### config.mk
export PLATFORM = sky130hd
export DESIGN_NAME = clock_startup_ctrl
export DESIGN_NICKNAME = d
export VERILOG_FILES = /design/src/verilog/clock_startup_pkg.sv /design/src/verilog/delay_if.sv /design/src/verilog/startup_delay_counter.sv /design/src/verilog/clock_startup_ctrl.sv
export SDC_FILE = /design/constraint.sdc
export NUM_CORES = 1
export LEC_CHECK = 0
export BUFFER_PORTS_ARGS = -buffer_cell sky130_fd_sc_hd__buf_2
export CAP_MARGIN = 10
export CORE_MARGIN = 2
export CORE_UTILIZATION = 30
export DETAILED_ROUTE_END_ITERATION = 8
export PLACE_DENSITY_LB_ADDON = 0.05
export SLEW_MARGIN = 30
export SYNTH_ARGS = -nofsm -noshare
export SYNTH_HDL_FRONTEND = slang
export SYNTH_SLANG_ARGS = --single-unit
### constraint.sdc
create_clock -name clk_in -period 2.7 [get_ports clk_in]
set_input_delay 0.405 -clock clk_in [delete_from_list [all_inputs] [get_ports clk_in]]
set_output_delay 0.405 -clock clk_in [all_outputs]
set_load 0.1 [all_outputs]
### src/verilog/clock_startup_pkg.sv
package clock_startup_pkg;

    // selected clock source family, decoded from the source select fuses
    typedef enum logic [2:0] {
        SRC_EXT_CLOCK,
        SRC_INT_RC,
        SRC_EXT_RC,
        SRC_LF_CRYSTAL,
        SRC_CRYSTAL
    } clk_src_e;

    // raw fuse codes; a fuse bit reads 1 when unprogrammed, 0 when programmed
    localparam logic [3:0] FUSE_EXT_CLOCK = 4'h0;
    localparam logic [3:0] FUSE_INT_RC_LO = 4'h1;
    localparam logic [3:0] FUSE_INT_RC_HI = 4'h4;
    localparam logic [3:0] FUSE_EXT_RC_LO = 4'h5;
    localparam logic [3:0] FUSE_EXT_RC_HI = 4'h8;
    localparam logic [3:0] FUSE_LF_CRYSTAL = 4'h9;
    localparam logic [3:0] FUSE_CRYSTAL_LO = 4'hA;

    // fuse state as shipped: internal rc, slowly rising power
    localparam logic [3:0] FACTORY_SOURCE_FUSES = 4'h1;
    localparam logic [1:0] FACTORY_STARTUP_FUSES = 2'h2;

    // start-up fuse codes
    localparam logic [1:0] SUT_00 = 2'h0;
    localparam logic [1:0] SUT_01 = 2'h1;
    localparam logic [1:0] SUT_10 = 2'h2;
    localparam logic [1:0] SUT_11 = 2'h3;

    // sleep mode codes presented by the sleep controller
    localparam logic [2:0] MODE_IDLE = 3'h0;
    localparam logic [2:0] MODE_ADC_QUIET = 3'h1;
    localparam logic [2:0] MODE_POWER_DOWN = 3'h2;
    localparam logic [2:0] MODE_POWER_SAVE = 3'h3;
    localparam logic [2:0] MODE_STANDBY = 3'h6;

    // delay counter width and the short counts
    localparam int CNT_W = 17;
    localparam logic [CNT_W-1:0] CNT_NONE = 17'h00000;
    localparam logic [CNT_W-1:0] WAKE_258_CYCLES = 17'h00102;
    localparam logic [CNT_W-1:0] WAKE_1K_CYCLES = 17'h00400;
    localparam logic [CNT_W-1:0] WAKE_OTHER_CYCLES = 17'h00006;
    localparam logic [CNT_W-1:0] RESET_SHORT_CYCLES = 17'h01000;

    // fuse synchroniser settle time after reset release
    localparam logic [1:0] SETTLE_LAST = 2'h3;

    // asynchronous timer frequency condition
    localparam longint MAIN_CLK_HZ = 40000000;
    localparam longint WATCH_XTAL_HZ = 32768;
    localparam longint ASY_MIN_RATIO = 4;
    localparam bit ASY_FREQ_OK = MAIN_CLK_HZ > ASY_MIN_RATIO * WATCH_XTAL_HZ;

endpackage

### src/verilog/delay_if.sv
`timescale 1ns/10ps
interface delay_if #(
    parameter int W = 17
);
    logic load;
    logic [W-1:0] length;
    logic tick;
    logic busy;
    logic done;

    modport ctrl (output load, output length, output tick,
                  input busy, input done);
    modport cnt (input load, input length, input tick,
                 output busy, output done);
endinterface

### src/verilog/startup_delay_counter.sv
`timescale 1ns/10ps
module startup_delay_counter (
    // clock and reset
    input wire logic clk_in,
    input wire logic rst_n_in,
    // control side
    delay_if.cnt dly
);
    import clock_startup_pkg::*;

    logic [CNT_W-1:0] cnt_q;
    logic [CNT_W-1:0] cnt_d;
    logic busy_q;
    logic busy_d;
    logic done_q;
    logic done_d;

    // load wins over a tick; a zero length finishes at once
    always_comb begin
        cnt_d = cnt_q;
        busy_d = busy_q;
        done_d = 1'b0;
        if (dly.load) begin
            cnt_d = dly.length;
            busy_d = (dly.length != CNT_NONE);
            done_d = (dly.length == CNT_NONE);
        end else if (busy_q && dly.tick) begin
            cnt_d = cnt_q - 17'h00001;
            if (cnt_q == 17'h00001) begin
                busy_d = 1'b0;
                done_d = 1'b1;
            end
        end
    end

    always_ff @(posedge clk_in or negedge rst_n_in) begin
        if (!rst_n_in) begin
            cnt_q <= CNT_NONE;
            busy_q <= 1'b0;
            done_q <= 1'b0;
        end else begin
            cnt_q <= cnt_d;
            busy_q <= busy_d;
            done_q <= done_d;
        end
    end

    assign dly.busy = busy_q;
    assign dly.done = done_q; // one-cycle pulse after the last tick
endmodule

### src/verilog/clock_startup_ctrl.sv
`timescale 1ns/10ps
// What this block does
// core clock enable feeds register file, status and stack; off halts core
// each clock domain enable but program memory follows the sleep mode on its own
// peripheral clock serves timers, serial units, external interrupts
// async external interrupt detect on while asleep with peripheral clock halted
// two-wire address match runs async while asleep with peripheral clock halted
// program memory clock enable follows the core clock enable
// async timer clock from watch crystal, needs main clock above 4x crystal
// async timer allowed only when internal rc drives the main clock
// converter clock keeps running while core and peripheral clocks stop
// fuses 1111-1010 xtal, 1001 lf, 1000-0101 rc, 0100-0001 int, 0000 ext
// fuse bit 1 means unprogrammed, 0 means programmed
// wake from deep sleep counts source cycles before execution resumes
// after reset an extra delay counted on watchdog oscillator ticks
// reset delay is none, 4096 or 65536 watchdog cycles by start-up fuses
// fuses as shipped: source 0001, start-up 10
// crystal wake count 258, 1K or 16K by low source fuse and start-up
// low-frequency crystal wake count 1K or 32K; start-up code 11 reserved
// domain enables change only on clock edges, never glitch
// core clock off while any delay counts, on the cycle after it ends
module clock_startup_ctrl
    import clock_startup_pkg::*;
#(
    parameter logic [CNT_W-1:0] WAKE_16K_CYCLES = 17'h04000,
    parameter logic [CNT_W-1:0] WAKE_32K_CYCLES = 17'h08000,
    parameter logic [CNT_W-1:0] RESET_LONG_CYCLES = 17'h10000
) (
    // clock and reset
    input wire logic clk_in,
    input wire logic rst_n_in,
    // fuses and watchdog oscillator (foreign domain)
    input wire logic [3:0] clock_source_select_fuses_in,
    input wire logic [1:0] startup_time_fuses_in,
    input wire logic watchdog_osc_in,
    // sleep controller
    input wire logic sleep_req_in,
    input wire logic [2:0] sleep_mode_in,
    input wire logic wake_in,
    // module requests
    input wire logic async_timer_req_in,
    input wire logic converter_req_in,
    // domain enables to the glitch-free clock gates
    output logic core_clock_en_out,
    output logic peripheral_clock_en_out,
    output logic program_memory_clock_en_out,
    output logic async_timer_clock_en_out,
    output logic converter_clock_en_out,
    // source and status
    output logic oscillator_en_out,
    output clock_startup_pkg::clk_src_e clock_source_out,
    output logic async_int_detect_en_out,
    output logic two_wire_addr_async_en_out,
    output logic startup_busy_out
);
    import clock_startup_pkg::*;

    typedef enum logic [2:0] {
        ST_FUSE_SETTLE,
        ST_RESET_DELAY,
        ST_RUN,
        ST_SLEEP,
        ST_WAKE_DELAY
    } ctrl_state_e;

    // fuse decode; raw bits compared as read, 1 = unprogrammed
    function automatic clk_src_e decode_source(input logic [3:0] f);
        clk_src_e s;
        if (f >= FUSE_CRYSTAL_LO) begin
            s = SRC_CRYSTAL;
        end else if (f == FUSE_LF_CRYSTAL) begin
            s = SRC_LF_CRYSTAL;
        end else if (f >= FUSE_EXT_RC_LO && f <= FUSE_EXT_RC_HI) begin
            s = SRC_EXT_RC;
        end else if (f >= FUSE_INT_RC_LO && f <= FUSE_INT_RC_HI) begin
            s = SRC_INT_RC;
        end else begin
            s = SRC_EXT_CLOCK;
        end
        return s;
    endfunction

    // wake-up count in cycles of the selected source
    function automatic logic [CNT_W-1:0] wake_cycles(
        input logic [3:0] f,
        input logic [1:0] sut
    );
        logic [CNT_W-1:0] n;
        n = WAKE_OTHER_CYCLES;
        case (decode_source(f))
            SRC_CRYSTAL: begin
                if (!f[0]) begin
                    n = sut[1] ? WAKE_1K_CYCLES : WAKE_258_CYCLES;
                end else begin
                    n = (sut == SUT_00) ? WAKE_1K_CYCLES
                                        : WAKE_16K_CYCLES;
                end
            end
            SRC_LF_CRYSTAL: begin
                // reserved code 11 handled as the long count
                n = sut[1] ? WAKE_32K_CYCLES : WAKE_1K_CYCLES;
            end
            default: begin
                n = WAKE_OTHER_CYCLES;
            end
        endcase
        return n;
    endfunction

    // reset delay in watchdog oscillator cycles
    function automatic logic [CNT_W-1:0] reset_cycles(
        input logic [3:0] f,
        input logic [1:0] sut
    );
        logic [CNT_W-1:0] n;
        n = RESET_LONG_CYCLES;
        case (decode_source(f))
            SRC_CRYSTAL: begin
                case ({f[0], sut})
                    3'h0, 3'h3, 3'h6: n = RESET_SHORT_CYCLES;
                    3'h2, 3'h5: n = CNT_NONE;
                    default: n = RESET_LONG_CYCLES;
                endcase
            end
            SRC_LF_CRYSTAL: begin
                n = (sut == SUT_00) ? RESET_SHORT_CYCLES
                                    : RESET_LONG_CYCLES;
            end
            default: begin
                case (sut)
                    SUT_00: n = CNT_NONE;
                    SUT_01: n = RESET_SHORT_CYCLES;
                    default: n = RESET_LONG_CYCLES;
                endcase
            end
        endcase
        return n;
    endfunction

    // deep modes stop the oscillator and need a wake-up count
    function automatic logic is_deep(input logic [2:0] m);
        return (m == MODE_POWER_DOWN) || (m == MODE_POWER_SAVE);
    endfunction

    // synchronisers for the pins from outside the clock domain
    logic [3:0] src_s1_q;
    logic [3:0] src_s2_q;
    logic [1:0] sut_s1_q;
    logic [1:0] sut_s2_q;
    logic wdt_s1_q;
    logic wdt_s2_q;
    logic wdt_s3_q;
    logic wake_s1_q;
    logic wake_s2_q;
    logic wdt_tick;

    // fuse sync resets to factory state so an early read is sane
    always_ff @(posedge clk_in or negedge rst_n_in) begin
        if (!rst_n_in) begin
            src_s1_q <= FACTORY_SOURCE_FUSES;
            src_s2_q <= FACTORY_SOURCE_FUSES;
            sut_s1_q <= FACTORY_STARTUP_FUSES;
            sut_s2_q <= FACTORY_STARTUP_FUSES;
            wdt_s1_q <= 1'b0;
            wdt_s2_q <= 1'b0;
            wdt_s3_q <= 1'b0;
            wake_s1_q <= 1'b0;
            wake_s2_q <= 1'b0;
        end else begin
            src_s1_q <= clock_source_select_fuses_in;
            src_s2_q <= src_s1_q;
            sut_s1_q <= startup_time_fuses_in;
            sut_s2_q <= sut_s1_q;
            wdt_s1_q <= watchdog_osc_in;
            wdt_s2_q <= wdt_s1_q;
            wdt_s3_q <= wdt_s2_q;
            wake_s1_q <= wake_in;
            wake_s2_q <= wake_s1_q;
        end
    end

    // one tick per watchdog oscillator rising edge
    assign wdt_tick = wdt_s2_q && !wdt_s3_q;

    // shared delay counter for reset and wake-up counts
    delay_if #(.W(CNT_W)) dly ();

    startup_delay_counter u_delay (
        .clk_in(clk_in),
        .rst_n_in(rst_n_in),
        .dly(dly)
    );

    // control state
    ctrl_state_e state_q;
    ctrl_state_e state_d;
    logic [1:0] settle_q;
    logic [1:0] settle_d;
    logic [3:0] src_fuse_q;
    logic [3:0] src_fuse_d;
    logic [1:0] sut_fuse_q;
    logic [1:0] sut_fuse_d;
    logic [2:0] mode_q;
    logic [2:0] mode_d;
    logic [CNT_W-1:0] reset_len;

    assign reset_len = reset_cycles(src_s2_q, sut_s2_q);

    // sequencing: settle fuses, reset delay, run, sleep, wake delay
    always_comb begin
        state_d = state_q;
        settle_d = settle_q;
        src_fuse_d = src_fuse_q;
        sut_fuse_d = sut_fuse_q;
        mode_d = mode_q;
        dly.load = 1'b0;
        dly.length = CNT_NONE;
        dly.tick = 1'b0;
        case (state_q)
            ST_FUSE_SETTLE: begin
                // fuses are caught only after the sync chain has filled
                settle_d = settle_q + 2'h1;
                if (settle_q == SETTLE_LAST) begin
                    src_fuse_d = src_s2_q;
                    sut_fuse_d = sut_s2_q;
                    dly.load = 1'b1;
                    dly.length = reset_len;
                    state_d = ST_RESET_DELAY;
                end
            end
            ST_RESET_DELAY: begin
                dly.tick = wdt_tick;
                if (dly.done) begin
                    state_d = ST_RUN;
                end
            end
            ST_RUN: begin
                if (sleep_req_in) begin
                    mode_d = sleep_mode_in;
                    state_d = ST_SLEEP;
                end
            end
            ST_SLEEP: begin
                if (wake_s2_q) begin
                    if (is_deep(mode_q)) begin
                        dly.load = 1'b1;
                        dly.length = wake_cycles(src_fuse_q, sut_fuse_q);
                        state_d = ST_WAKE_DELAY;
                    end else begin
                        state_d = ST_RUN;
                    end
                end
            end
            ST_WAKE_DELAY: begin
                // the clock here stands for the selected source
                dly.tick = 1'b1;
                if (dly.done) begin
                    state_d = ST_RUN;
                end
            end
            default: begin
                state_d = ST_FUSE_SETTLE;
            end
        endcase
    end

    always_ff @(posedge clk_in or negedge rst_n_in) begin
        if (!rst_n_in) begin
            state_q <= ST_FUSE_SETTLE;
            settle_q <= 2'h0;
            src_fuse_q <= FACTORY_SOURCE_FUSES;
            sut_fuse_q <= FACTORY_STARTUP_FUSES;
            mode_q <= MODE_IDLE;
        end else begin
            state_q <= state_d;
            settle_q <= settle_d;
            src_fuse_q <= src_fuse_d;
            sut_fuse_q <= sut_fuse_d;
            mode_q <= mode_d;
        end
    end

    // domain enables, taken from the next state so they switch with it
    logic run_d;
    logic asleep_d;
    logic core_en_d;
    logic periph_en_d;
    logic asy_en_d;
    logic conv_en_d;
    logic osc_en_d;
    logic asy_src_ok;
    clk_src_e src_now;

    always_comb begin
        src_now = decode_source(src_fuse_d);
        run_d = (state_d == ST_RUN);
        asleep_d = (state_d == ST_SLEEP);
        core_en_d = run_d;
        periph_en_d = run_d || (asleep_d && mode_d == MODE_IDLE);
        // crystal pins are busy unless the internal rc is the source
        asy_src_ok = (src_now == SRC_INT_RC) && ASY_FREQ_OK;
        asy_en_d = async_timer_req_in && asy_src_ok
                   && (state_d != ST_FUSE_SETTLE)
                   && (state_d != ST_RESET_DELAY)
                   && (!(asleep_d || state_d == ST_WAKE_DELAY)
                       || mode_d != MODE_POWER_DOWN)
                   && (!asleep_d || mode_d != MODE_STANDBY);
        conv_en_d = converter_req_in
                    && (run_d || (asleep_d && (mode_d == MODE_IDLE
                        || mode_d == MODE_ADC_QUIET)));
        osc_en_d = !(asleep_d && is_deep(mode_d));
    end

    // registered enables: a gate cell latches them in the low phase
    always_ff @(posedge clk_in or negedge rst_n_in) begin
        if (!rst_n_in) begin
            core_clock_en_out <= 1'b0;
            program_memory_clock_en_out <= 1'b0;
            peripheral_clock_en_out <= 1'b0;
            async_timer_clock_en_out <= 1'b0;
            converter_clock_en_out <= 1'b0;
            oscillator_en_out <= 1'b1;
            clock_source_out <= SRC_INT_RC;
            async_int_detect_en_out <= 1'b0;
            two_wire_addr_async_en_out <= 1'b0;
            startup_busy_out <= 1'b1;
        end else begin
            core_clock_en_out <= core_en_d;
            program_memory_clock_en_out <= core_en_d;
            peripheral_clock_en_out <= periph_en_d;
            async_timer_clock_en_out <= asy_en_d;
            converter_clock_en_out <= conv_en_d;
            oscillator_en_out <= osc_en_d;
            clock_source_out <= src_now;
            async_int_detect_en_out <= asleep_d && !periph_en_d;
            two_wire_addr_async_en_out <= asleep_d && !periph_en_d;
            startup_busy_out <= !run_d && !asleep_d;
        end
    end

endmodule

==> results of run 1 <==
worst min-delay path by stage:
stage	depth (start not counted)	endpoint	startpoint	slack, ns
floorplan	0	async_timer_clock_en_out	rst_n_in	0.11
global placement	0	sut_s2_q[0]	sut_s1_q[0]	0.33
detailed placement	0	src_s2_q[1]	src_s1_q[1]	0.33
CTS	1	sut_s1_q[1]	startup_time_fuses_in[1]	0.15
global route	1	src_s1_q[0]	clock_source_select_fuses_in[0]	0.14
finish	1	u_delay.cnt_q[4]	rst_n_in	0.14
placed cells by master, fill, tap and decap left out, types with 3 or more instances in the layout:
cell / n
nand4b_1: 4
a31oi_1: 7
dfstp_2: 9
ha_1: 4
buf_2: 27
o22ai_1: 3
inv_1: 12
nor4_1: 4
o21a_1: 3
nand4_1: 4
nor2_1: 24
mux2i_1: 6
o211ai_1: 3
xnor2_1: 3
and2_1: 3
nor2b_1: 7
nand2_1: 22
nor3b_1: 3
nor3_1: 9
dfrtp_1: 51
o21ai_0: 14
xor2_1: 9
a21oi_1: 9
clkbuf_8: 13
nand3_1: 8
buf_4: 5
mux2_2: 4
through the flow:
stage / area [µm²] / hold WS (ns) / cells
2_1_floorplan: 2855 / 0.1094 / 271
3_3_place_gp: 3152 / 0.3329 / 420
3_5_place_dp: 3152 / 0.3347 / 420
4_1_cts: 3373 / 0.1472 / 436
5_1_grt: 3373 / 0.1368 / 436
6_report: 3373 / 0.1426 / 436
report_power, final:
part	internal, mW	switching, mW	total [mW]
Combinational	0.0186	0.0292	0.0478
Clock	0.526	0.353	0.879
Sequential	0.915	0.0109	0.926
cell families (layout without fill, tap and decap cells):
family / count (synthesis) / after routing / synth area share (%)
adders and majority gates: 4 / 4 / 1.753
AOI/OAI and AO/OA: 53 / 53 / 12.27
and+or+nand+nor: 107 / 107 / 22.04
buffers and inverters: 25 / 61 / 3.593
xor gates and xnor gates: 12 / 12 / 3.681
muxes: 10 / 10 / 3.681
DFF: 60 / 60 / 52.98
routing by layer:
layer  vias up  track usage [%]  share of wire [%]
li1       1033                -                  -
met1      1027            19.56                 51
met2        20            21.36                 46
met3         5            3.106                1.7
met4         0            4.990               0.92
met5         -                0                  0
state kept, by name, summed over array words and instances (netlist names), 3 cells and up:
| signal | flops |
|---|---|
| src_s2_q | 4 |
| state_q | 3 |
| src_fuse_q | 4 |
| src_s1_q | 4 |
| mode_q | 3 |
| clock_source_out | 3 |
| u_delay.cnt_q | 17 |
area by class of cell:
type | instances | area (µm²)
Fill cell | 935 | 5867
Clock buffer | 13 | 178.9
Inverter | 12 | 45.04
Tap cell | 129 | 161.4
Multi-Input combinational cell | 186 | 1240
Clock inverter | 3 | 42.54
Timing Repair Buffer | 33 | 192.7
Sequential cell | 60 | 1513
==> flow_summary.json, run 1 <==
{
  "ys_seq_elements": 60,
  "worst_pin_slew_ns": 0.7469,
  "synth_most_common_cell": "dfrtp_1",
  "synthCells": 271,
  "fin_crit_sh_pct": 77.33,
  "wire_per_inst_um": 14.67,
  "reg2reg_from": "u_delay.cnt_q[3]",
  "async_flop_share_pct": 100.0,
  "hold_viol": 0,
  "cp-endpoint": "u_delay.cnt_q[11]",
  "netlist_top_cells_count": "dfrtp_1 (51), nor2_1 (24), nand2_1 (22), o21ai_0 (14), inv_1 (12)",
  "layout.nets": 322,
  "utilization_pct": 36.51,
  "clock-root-buffer": "clkbuf_8",
  "cp_data_arrival_time_ns": 2.34,
  "yosysUniqueCellTypes": 55,
  "via_per_inst": 4.782,
  "antenna_cells": 0,
  "slew_headroom_pct": 50.20,
  "clockBufferDepth": 2,
  "crit_start": "u_delay.cnt_q[3]",
  "critPathBufInv": 0,
  "postCtsSetupBuffers": 0,
  "ff2ff_setup_slack_ns": 0.61,
  "io_pins": 28,
  "synth-main-ff-cell": "dfrtp_1",
  "avgSynthCellArea_um2": 10.54,
  "synthTopCellsByArea": "dfrtp_1 (45%), dfstp_2 (8.3%), nor2_1 (3.2%)",
  "outcome": "finished clean",
  "cp_max_fo": 6,
  "syn_area_um2": 2855,
  "fin_tns_setup_ns": 0,
  "cp_cell_sequence": "or4_4 -> nor4_4 -> nand3_2 -> or4_1 -> a21oi_1",
  "grt_max_degree": 32,
  "final_max_slew_viol_count": 0,
  "skew_ns": 0.003391,
  "critPathKind": "register to register",
  "dpl.hpwl_um": 4550,
  "start_kind": "register",
  "powerDensity_nw_per_um2": 549.1,
  "total_power_mw": 1.852,
  "worst-path-stages": 5,
  "firstDrtPassIters": 4,
  "end_kind": "register",
  "cts_tree": "built",
  "max-vdd-ir-drop_mv": 0.2467,
  "path_delay_family": "simple AND/OR/NAND/NOR gates",
  "start_util_pct": 30.90,
  "die_x_um": 101.6,
  "hold_class": "input pin to async pin",
  "setup_viol": 0,
  "drc": 0,
  "h-tree-depth": 3,
  "antenna_found_initial": 0,
  "clkTransAtPathRegs_ns": 0.07,
  "max_freq_mhz": 479.0,
  "postCtsHoldBufs": 0,
  "clock_latency_ns": 0.33,
  "io_buffers": 27,
  "die_y_um": 101.6,
  "synth_nets": 291,
  "die_area_um2": 10310,
  "finalCriticalPeriod_ns": 2.088,
  "p_leak_nw": 1.561,
  "first_global_vias": 2124,
  "r2r_cells": 5,
  "routed_wl_um": 6398,
  "cp_slowest_cell": "or4_4",
  "drtIter0Drc": 75,
  "num_rows": 35,
  "grt_pass1_wl_um": 11090,
  "cts_made_buffers": 9,
  "rsz0062_at_grt": "false",
  "synth-edff-count": 0,
  "reg2reg_to": "u_delay.cnt_q[11]",
  "cap_viol_max_count": 0,
  "grt.total_usage_pct": 14.01,
  "yosysWarnings": 0,
  "coreArea_um2": 9240,
  "cts_resized": 0,
  "yosysTopAreaCell": "dfrtp_1",
  "cts.sinks": 60,
  "syn2layout_area_growth_pct": 18.14,
  "synth_top_area_share_pct": 44.70,
  "fin_ws_ns": 0.6122,
  "routabilityCongestion": 0.7647,
  "dpl_worst_slack_ns": 0.6232,
  "synth-seq-area-share_pct": 52.98,
  "grt-ovfl-total": 0,
  "slowest_delay_ns": 0.58,
  "drive_gt1_share_pct": 24.10,
  "ant_nets": 0,
  "vias": 2085,
  "crit_required_ns": 2.95
}
(Power assumes the default switching activity.)
==> run 2, diff against run 1 <==
- clock period: 2.7 -> 1.8 ns (I/O delays scaled with it)
==> run 2 against run 1 <==
  * The run now ends with negative setup slack left
  * Sequential cell count did not move
  * Die area did not move
  * Non-clock buffer count rose by 59
  * Setup slack got worse by 0.78 ns
  * Register-to-register slack got worse by 0.78 ns
  * Critical path type unchanged
==> flow_summary.json, run 2 (synthesized netlist as in run 1, its figures left out) <==
{
  "routabilityCongestion": 0.8285,
  "first_global_vias": 2294,
  "vias": 2306,
  "cp_max_fo": 4,
  "p_leak_nw": 1.861,
  "hold_viol": 0,
  "num_rows": 35,
  "clock-root-buffer": "clkbuf_8",
  "reg2reg_to": "u_delay.cnt_q[14]",
  "drc": 0,
  "finalNonFillerCells": 495,
  "timing.hold.ws_ns": 0.1432,
  "setup_viol": 9,
  "cts.sinks": 60,
  "crit_required_ns": 2.03,
  "violations": "negative setup slack",
  "cap_viol_max_count": 0,
  "wire_per_inst_um": 14.24,
  "grt-ovfl-total": 0,
  "skew_ns": 0.008684,
  "reg2reg_from": "u_delay.cnt_q[5]",
  "hold_start": "converter_req_in",
  "whs_endpoint": "converter_clock_en_out",
  "grt.total_usage_pct": 14.87,
  "h-tree-depth": 3,
  "finalCriticalPeriod_ns": 1.966,
  "ff2ff_setup_slack_ns": -0.17,
  "cp_data_arrival_time_ns": 2.20,
  "drive_gt1_share_pct": 40.98,
  "clock_latency_ns": 0.35,
  "die_area_um2": 10310,
  "antenna_cells": 0,
  "routed_wl_um": 7051,
  "powerDensity_nw_per_um2": 681.0,
  "syn2layout_area_growth_pct": 40.80,
  "hold-path-cell-count": 2,
  "largest_reg_flops": 17,
  "start_kind": "register",
  "hold_class": "input pin to register",
  "die_y_um": 101.6,
  "fin_crit_sh_pct": 109.2,
  "die_x_um": 101.6,
  "grt_pass1_wl_um": 11460,
  "ant_nets": 0,
  "dpl.hpwl_um": 4806,
  "io_pins": 28,
  "worst_pin_slew_ns": 0.4912,
  "clkTransAtPathRegs_ns": 0.08,
  "cts_tree": "built",
  "fin_ws_ns": -0.1658,
  "layout.cells.most_common": "dfrtp_1",
  "max_freq_mhz": 508.7,
  "drtIter0Drc": 75,
  "r2r_cells": 5,
  "grt_max_degree": 61,
  "firstDrtPassIters": 4,
  "final_cell_mix": "dfrtp_1 (50), buf_4 (48), buf_2 (27)",
  "slew_headroom_pct": 67.48,
  "max-vdd-ir-drop_mv": 0.4096,
  "end_kind": "register",
  "layout.nets": 381,
  "outcome": "finished, violations left",
  "coreArea_um2": 9240,
  "antenna_found_initial": 0,
  "cts_made_buffers": 9,
  "regMostFlops": "u_delay.cnt_q",
  "start_util_pct": 30.90,
  "clockBufferDepth": 2,
  "io_buffers": 27,
  "place_inst": 457,
  "via_per_inst": 4.659,
  "rsz0062_at_grt": "true",
  "final_max_slew_viol_count": 0,
  "critPathKind": "register to register"
}
==> run 2: changes by cell type in the layout (fill, tap and decap cells not counted), sizes merged <==
cell and change:
clkbuf -3, dlygate4sd3 +9, clkinv +1, buf +50, inv +2
==> run 2: critical path, cell delays in order (launching register included) <==
cell and delay [ns]:
dfrtp_1 0.38, or4_4 0.57, or4_4 0.48, nor4_4 0.16, a31oi_1 0.11, a2bb2oi_1 0.15
==> run 2: per-stage QoR <==
step | setup TNS [ns] | setup slack [ns] | cell area, µm² | power (mW) | utilization (%)
floorplan | -0.4617 | -0.1795 | 2873 | 1.431 | -
global placement | -1.468 | -0.1975 | 3447 | 1.495 | 37.31
detailed placement | -1.365 | -0.2205 | 3447 | 1.494 | 37.31
CTS | -0.7661 | -0.2257 | 3884 | 2.802 | 42.03
global route | -1.954 | -0.2480 | 4020 | 2.876 | 43.51
finish | -0.9228 | -0.1658 | 4020 | 2.738 | 43.51
==> run 2: layout make-up <==
type / instances / area (µm²)
Fill cell: 904 / 5220
Sequential cell: 60 / 1514
Multi-Input combinational cell: 186 / 1415
Timing Repair Buffer: 92 / 684.4
Tap cell: 129 / 161.4
Clock buffer: 10 / 127.6
Clock inverter: 6 / 72.57
Inverter: 12 / 45.04
==> run 2: worst max-delay path by stage <==
stage	startpoint	end	slack (ns)	cells after the start
3_5_place_dp	u_delay.cnt_q[5]	u_delay.cnt_q[14]	-0.22	5
4_1_cts	u_delay.cnt_q[5]	u_delay.cnt_q[14]	-0.23	5
6_report	u_delay.cnt_q[5]	u_delay.cnt_q[14]	-0.17	5
2_1_floorplan	u_delay.cnt_q[2]	u_delay.cnt_q[14]	-0.18	5
5_1_grt	u_delay.cnt_q[5]	u_delay.cnt_q[11]	-0.25	5
3_3_place_gp	u_delay.cnt_q[5]	u_delay.cnt_q[14]	-0.20	5
==> run 2: metal layers <==
metal | share of wire, % | vias to the layer above | track usage (%)
met1 | 48 | 1122 | 18.57
met4 | 1.2 | 0 | 5.198
li1 | - | 1150 | -
met2 | 47 | 27 | 23.68
met3 | 3.2 | 7 | 5.521
met5 | 0 | - | 0
==> run 2: report_power, final <==
part / leakage, nW / switching (mW) / total, mW / internal (mW)
logic: 0.994 / 0.0509 / 0.0981 / 0.0472
clock network: 0.0975 / 0.601 / 1.25 / 0.653
registers: 0.770 / 0.0144 / 1.39 / 1.37
total: 1.86 / 0.666 / 2.74 / 2.07
==> run 2: what timing repair did <==
action | 4_1_cts | 5_1_grt
endpoints found under the hold margin | 59 | 0
setup endpoints to repair | 21 | 26
hold buffers | 9 | 0
pin swaps | 13 | 12
gates resized for setup | 23 | 27
buffers inserted | 8 | 5
==> run 3, diff against run 2 <==
- RECOVER_POWER: unset -> 50
==> run 3 against run 2 <==
  * The flow still finishes with violations (negative setup slack)
  * Sequential cell count unchanged
  * Critical path type unchanged
  * Sequential power about the same
  * Critical endpoint unchanged
  * Largest cell class unchanged
  * Clock power about the same
  * Critical path depth unchanged
  * Maximum frequency unchanged
  * Wire length unchanged
  * Total power is 0.15% lower
  * Non-clock buffer count did not move
  * Final area is 0.31% lower
  * Clock-buffer cell count did not move
  * Sequential share of layout area grew 0.12 points
==> flow_summary.json, run 3 (synthesized netlist as in run 1, its figures left out) <==
{
  "crit_start": "u_delay.cnt_q[5]",
  "cp_slowest_cell": "or4_4",
  "cp_data_arrival_time_ns": 2.20,
  "max_freq_mhz": 508.7,
  "slew_headroom_pct": 44.05,
  "crit_required_ns": 2.03,
  "antenna_found_initial": 0,
  "outcome": "finished, violations left",
  "first_global_vias": 2294,
  "skew_ns": 0.008684,
  "reg2reg_to": "u_delay.cnt_q[14]",
  "cts_tree": "built",
  "clockBufferDepth": 2,
  "layout.cells.most_common": "dfrtp_1",
  "fin_crit_sh_pct": 109.2,
  "hold_class": "input pin to register",
  "final_max_slew_viol_count": 0,
  "final_cell_mix": "dfrtp_1 (50), buf_4 (48), buf_2 (27)",
  "dpl.hpwl_um": 4806,
  "ff2ff_setup_slack_ns": -0.17,
  "syn2layout_area_growth_pct": 40.36,
  "wire_per_inst_um": 14.24,
  "grt.total_usage_pct": 14.87,
  "setup_viol": 9,
  "finalCriticalPeriod_ns": 1.966,
  "drc": 0,
  "routabilityCongestion": 0.8285,
  "finalNonFillerCells": 495,
  "cp_cell_sequence": "or4_4 -> or4_4 -> nor4_4 -> a31oi_1 -> a2bb2oi_1",
  "layout.nets": 381,
  "routed_wl_um": 7051,
  "violations": "negative setup slack",
  "vias": 2306,
  "rsz0062_at_grt": "true",
  "hold_viol": 0,
  "die_x_um": 101.6,
  "p_leak_nw": 1.857,
  "dpl_worst_slack_ns": -0.2205,
  "via_per_inst": 4.659,
  "firstDrtPassIters": 4,
  "grt_pass1_wl_um": 11460,
  "clkTransAtPathRegs_ns": 0.08,
  "grt-ovfl-total": 0,
  "fin_tns_setup_ns": -0.9228,
  "drtIter0Drc": 75,
  "cp-endpoint": "u_delay.cnt_q[14]",
  "regMostFlops": "u_delay.cnt_q",
  "coreArea_um2": 9240,
  "antenna_cells": 0,
  "max-vdd-ir-drop_mv": 0.4096,
  "r2r_cells": 5,
  "fin_ws_ns": -0.1658,
  "cts_made_buffers": 9,
  "worst-path-stages": 5,
  "largest_reg_flops": 17,
  "cp_max_fo": 4,
  "num_rows": 35,
  "io_pins": 28,
  "end_kind": "register",
  "worst_pin_slew_ns": 0.8392,
  "io_buffers": 27,
  "drive_gt1_share_pct": 40.98,
  "critical_path.most_common_cell": "or4_4",
  "powerDensity_nw_per_um2": 682.1,
  "ant_nets": 0,
  "slowest_delay_ns": 0.57,
  "die_area_um2": 10310,
  "clock_latency_ns": 0.35,
  "reg2reg_from": "u_delay.cnt_q[5]",
  "cts.sinks": 60,
  "h-tree-depth": 3,
  "start_kind": "register",
  "start_util_pct": 30.90,
  "clock-root-buffer": "clkbuf_8",
  "critPathBufInv": 0,
  "cap_viol_max_count": 0,
  "critPathKind": "register to register",
  "grt_max_degree": 61,
  "path_delay_family": "simple AND/OR/NAND/NOR gates",
  "place_inst": 457,
  "utilization_pct": 43.37,
  "die_y_um": 101.6
}
==> run 3: stage by stage <==
step           hold slack (ns)  cell area, µm²  power [mW]
2_1_floorplan         -0.02559            2873       1.431
3_3_place_gp            0.3111            3447       1.495
3_5_place_dp            0.3092            3447       1.494
4_1_cts                 0.1244            3884       2.802
5_1_grt                 0.1334            4008       2.872
6_report                0.1432            4008       2.734
==> run 3: where the power goes <==
part / internal, mW / switching, mW
clock network: 0.653 / 0.601
registers: 1.37 / 0.0144
logic: 0.0438 / 0.0502
==> run 3: repair_timing <==
| action | CTS | global route |
|---|---|---|
| hold endpoints to repair | 59 | 0 |
| hold buffers | 9 | 0 |
| setup buffers | 8 | 5 |
| resized for setup | 23 | 27 |
| setup endpoints to repair | 21 | 26 |
| pin swaps | 13 | 12 |
==> run 3: metal layers <==
metal	vias up	track usage, %	share of wire, %
met5	-	0	0
met4	0	5.198	1.2
met3	7	5.521	3.2
met2	27	23.68	47
met1	1122	18.57	48
li1	1150	-	-
==> run 3: area by class of cell <==
cell class / count / area (µm²)
Fill cell: 906 / 5233
Sequential cell: 60 / 1514
Multi-Input combinational cell: 186 / 1415
Timing Repair Buffer: 92 / 671.9
Tap cell: 129 / 161.4
Clock buffer: 10 / 127.6
Clock inverter: 6 / 72.57
Inverter: 12 / 45.04
==> run 3: how the worst min path moves through the flow <==
stage,startpoint,endpoint,slack [ns],depth (start not counted)
finish,converter_req_in,converter_clock_en_out,0.14,2
global route,converter_req_in,converter_clock_en_out,0.13,2
CTS,converter_req_in,converter_clock_en_out,0.12,2
detailed placement,rst_n_in,u_delay.cnt_q[6],0.31,2
global placement,rst_n_in,u_delay.cnt_q[6],0.31,2
floorplan,rst_n_in,async_timer_clock_en_out,-0.03,0
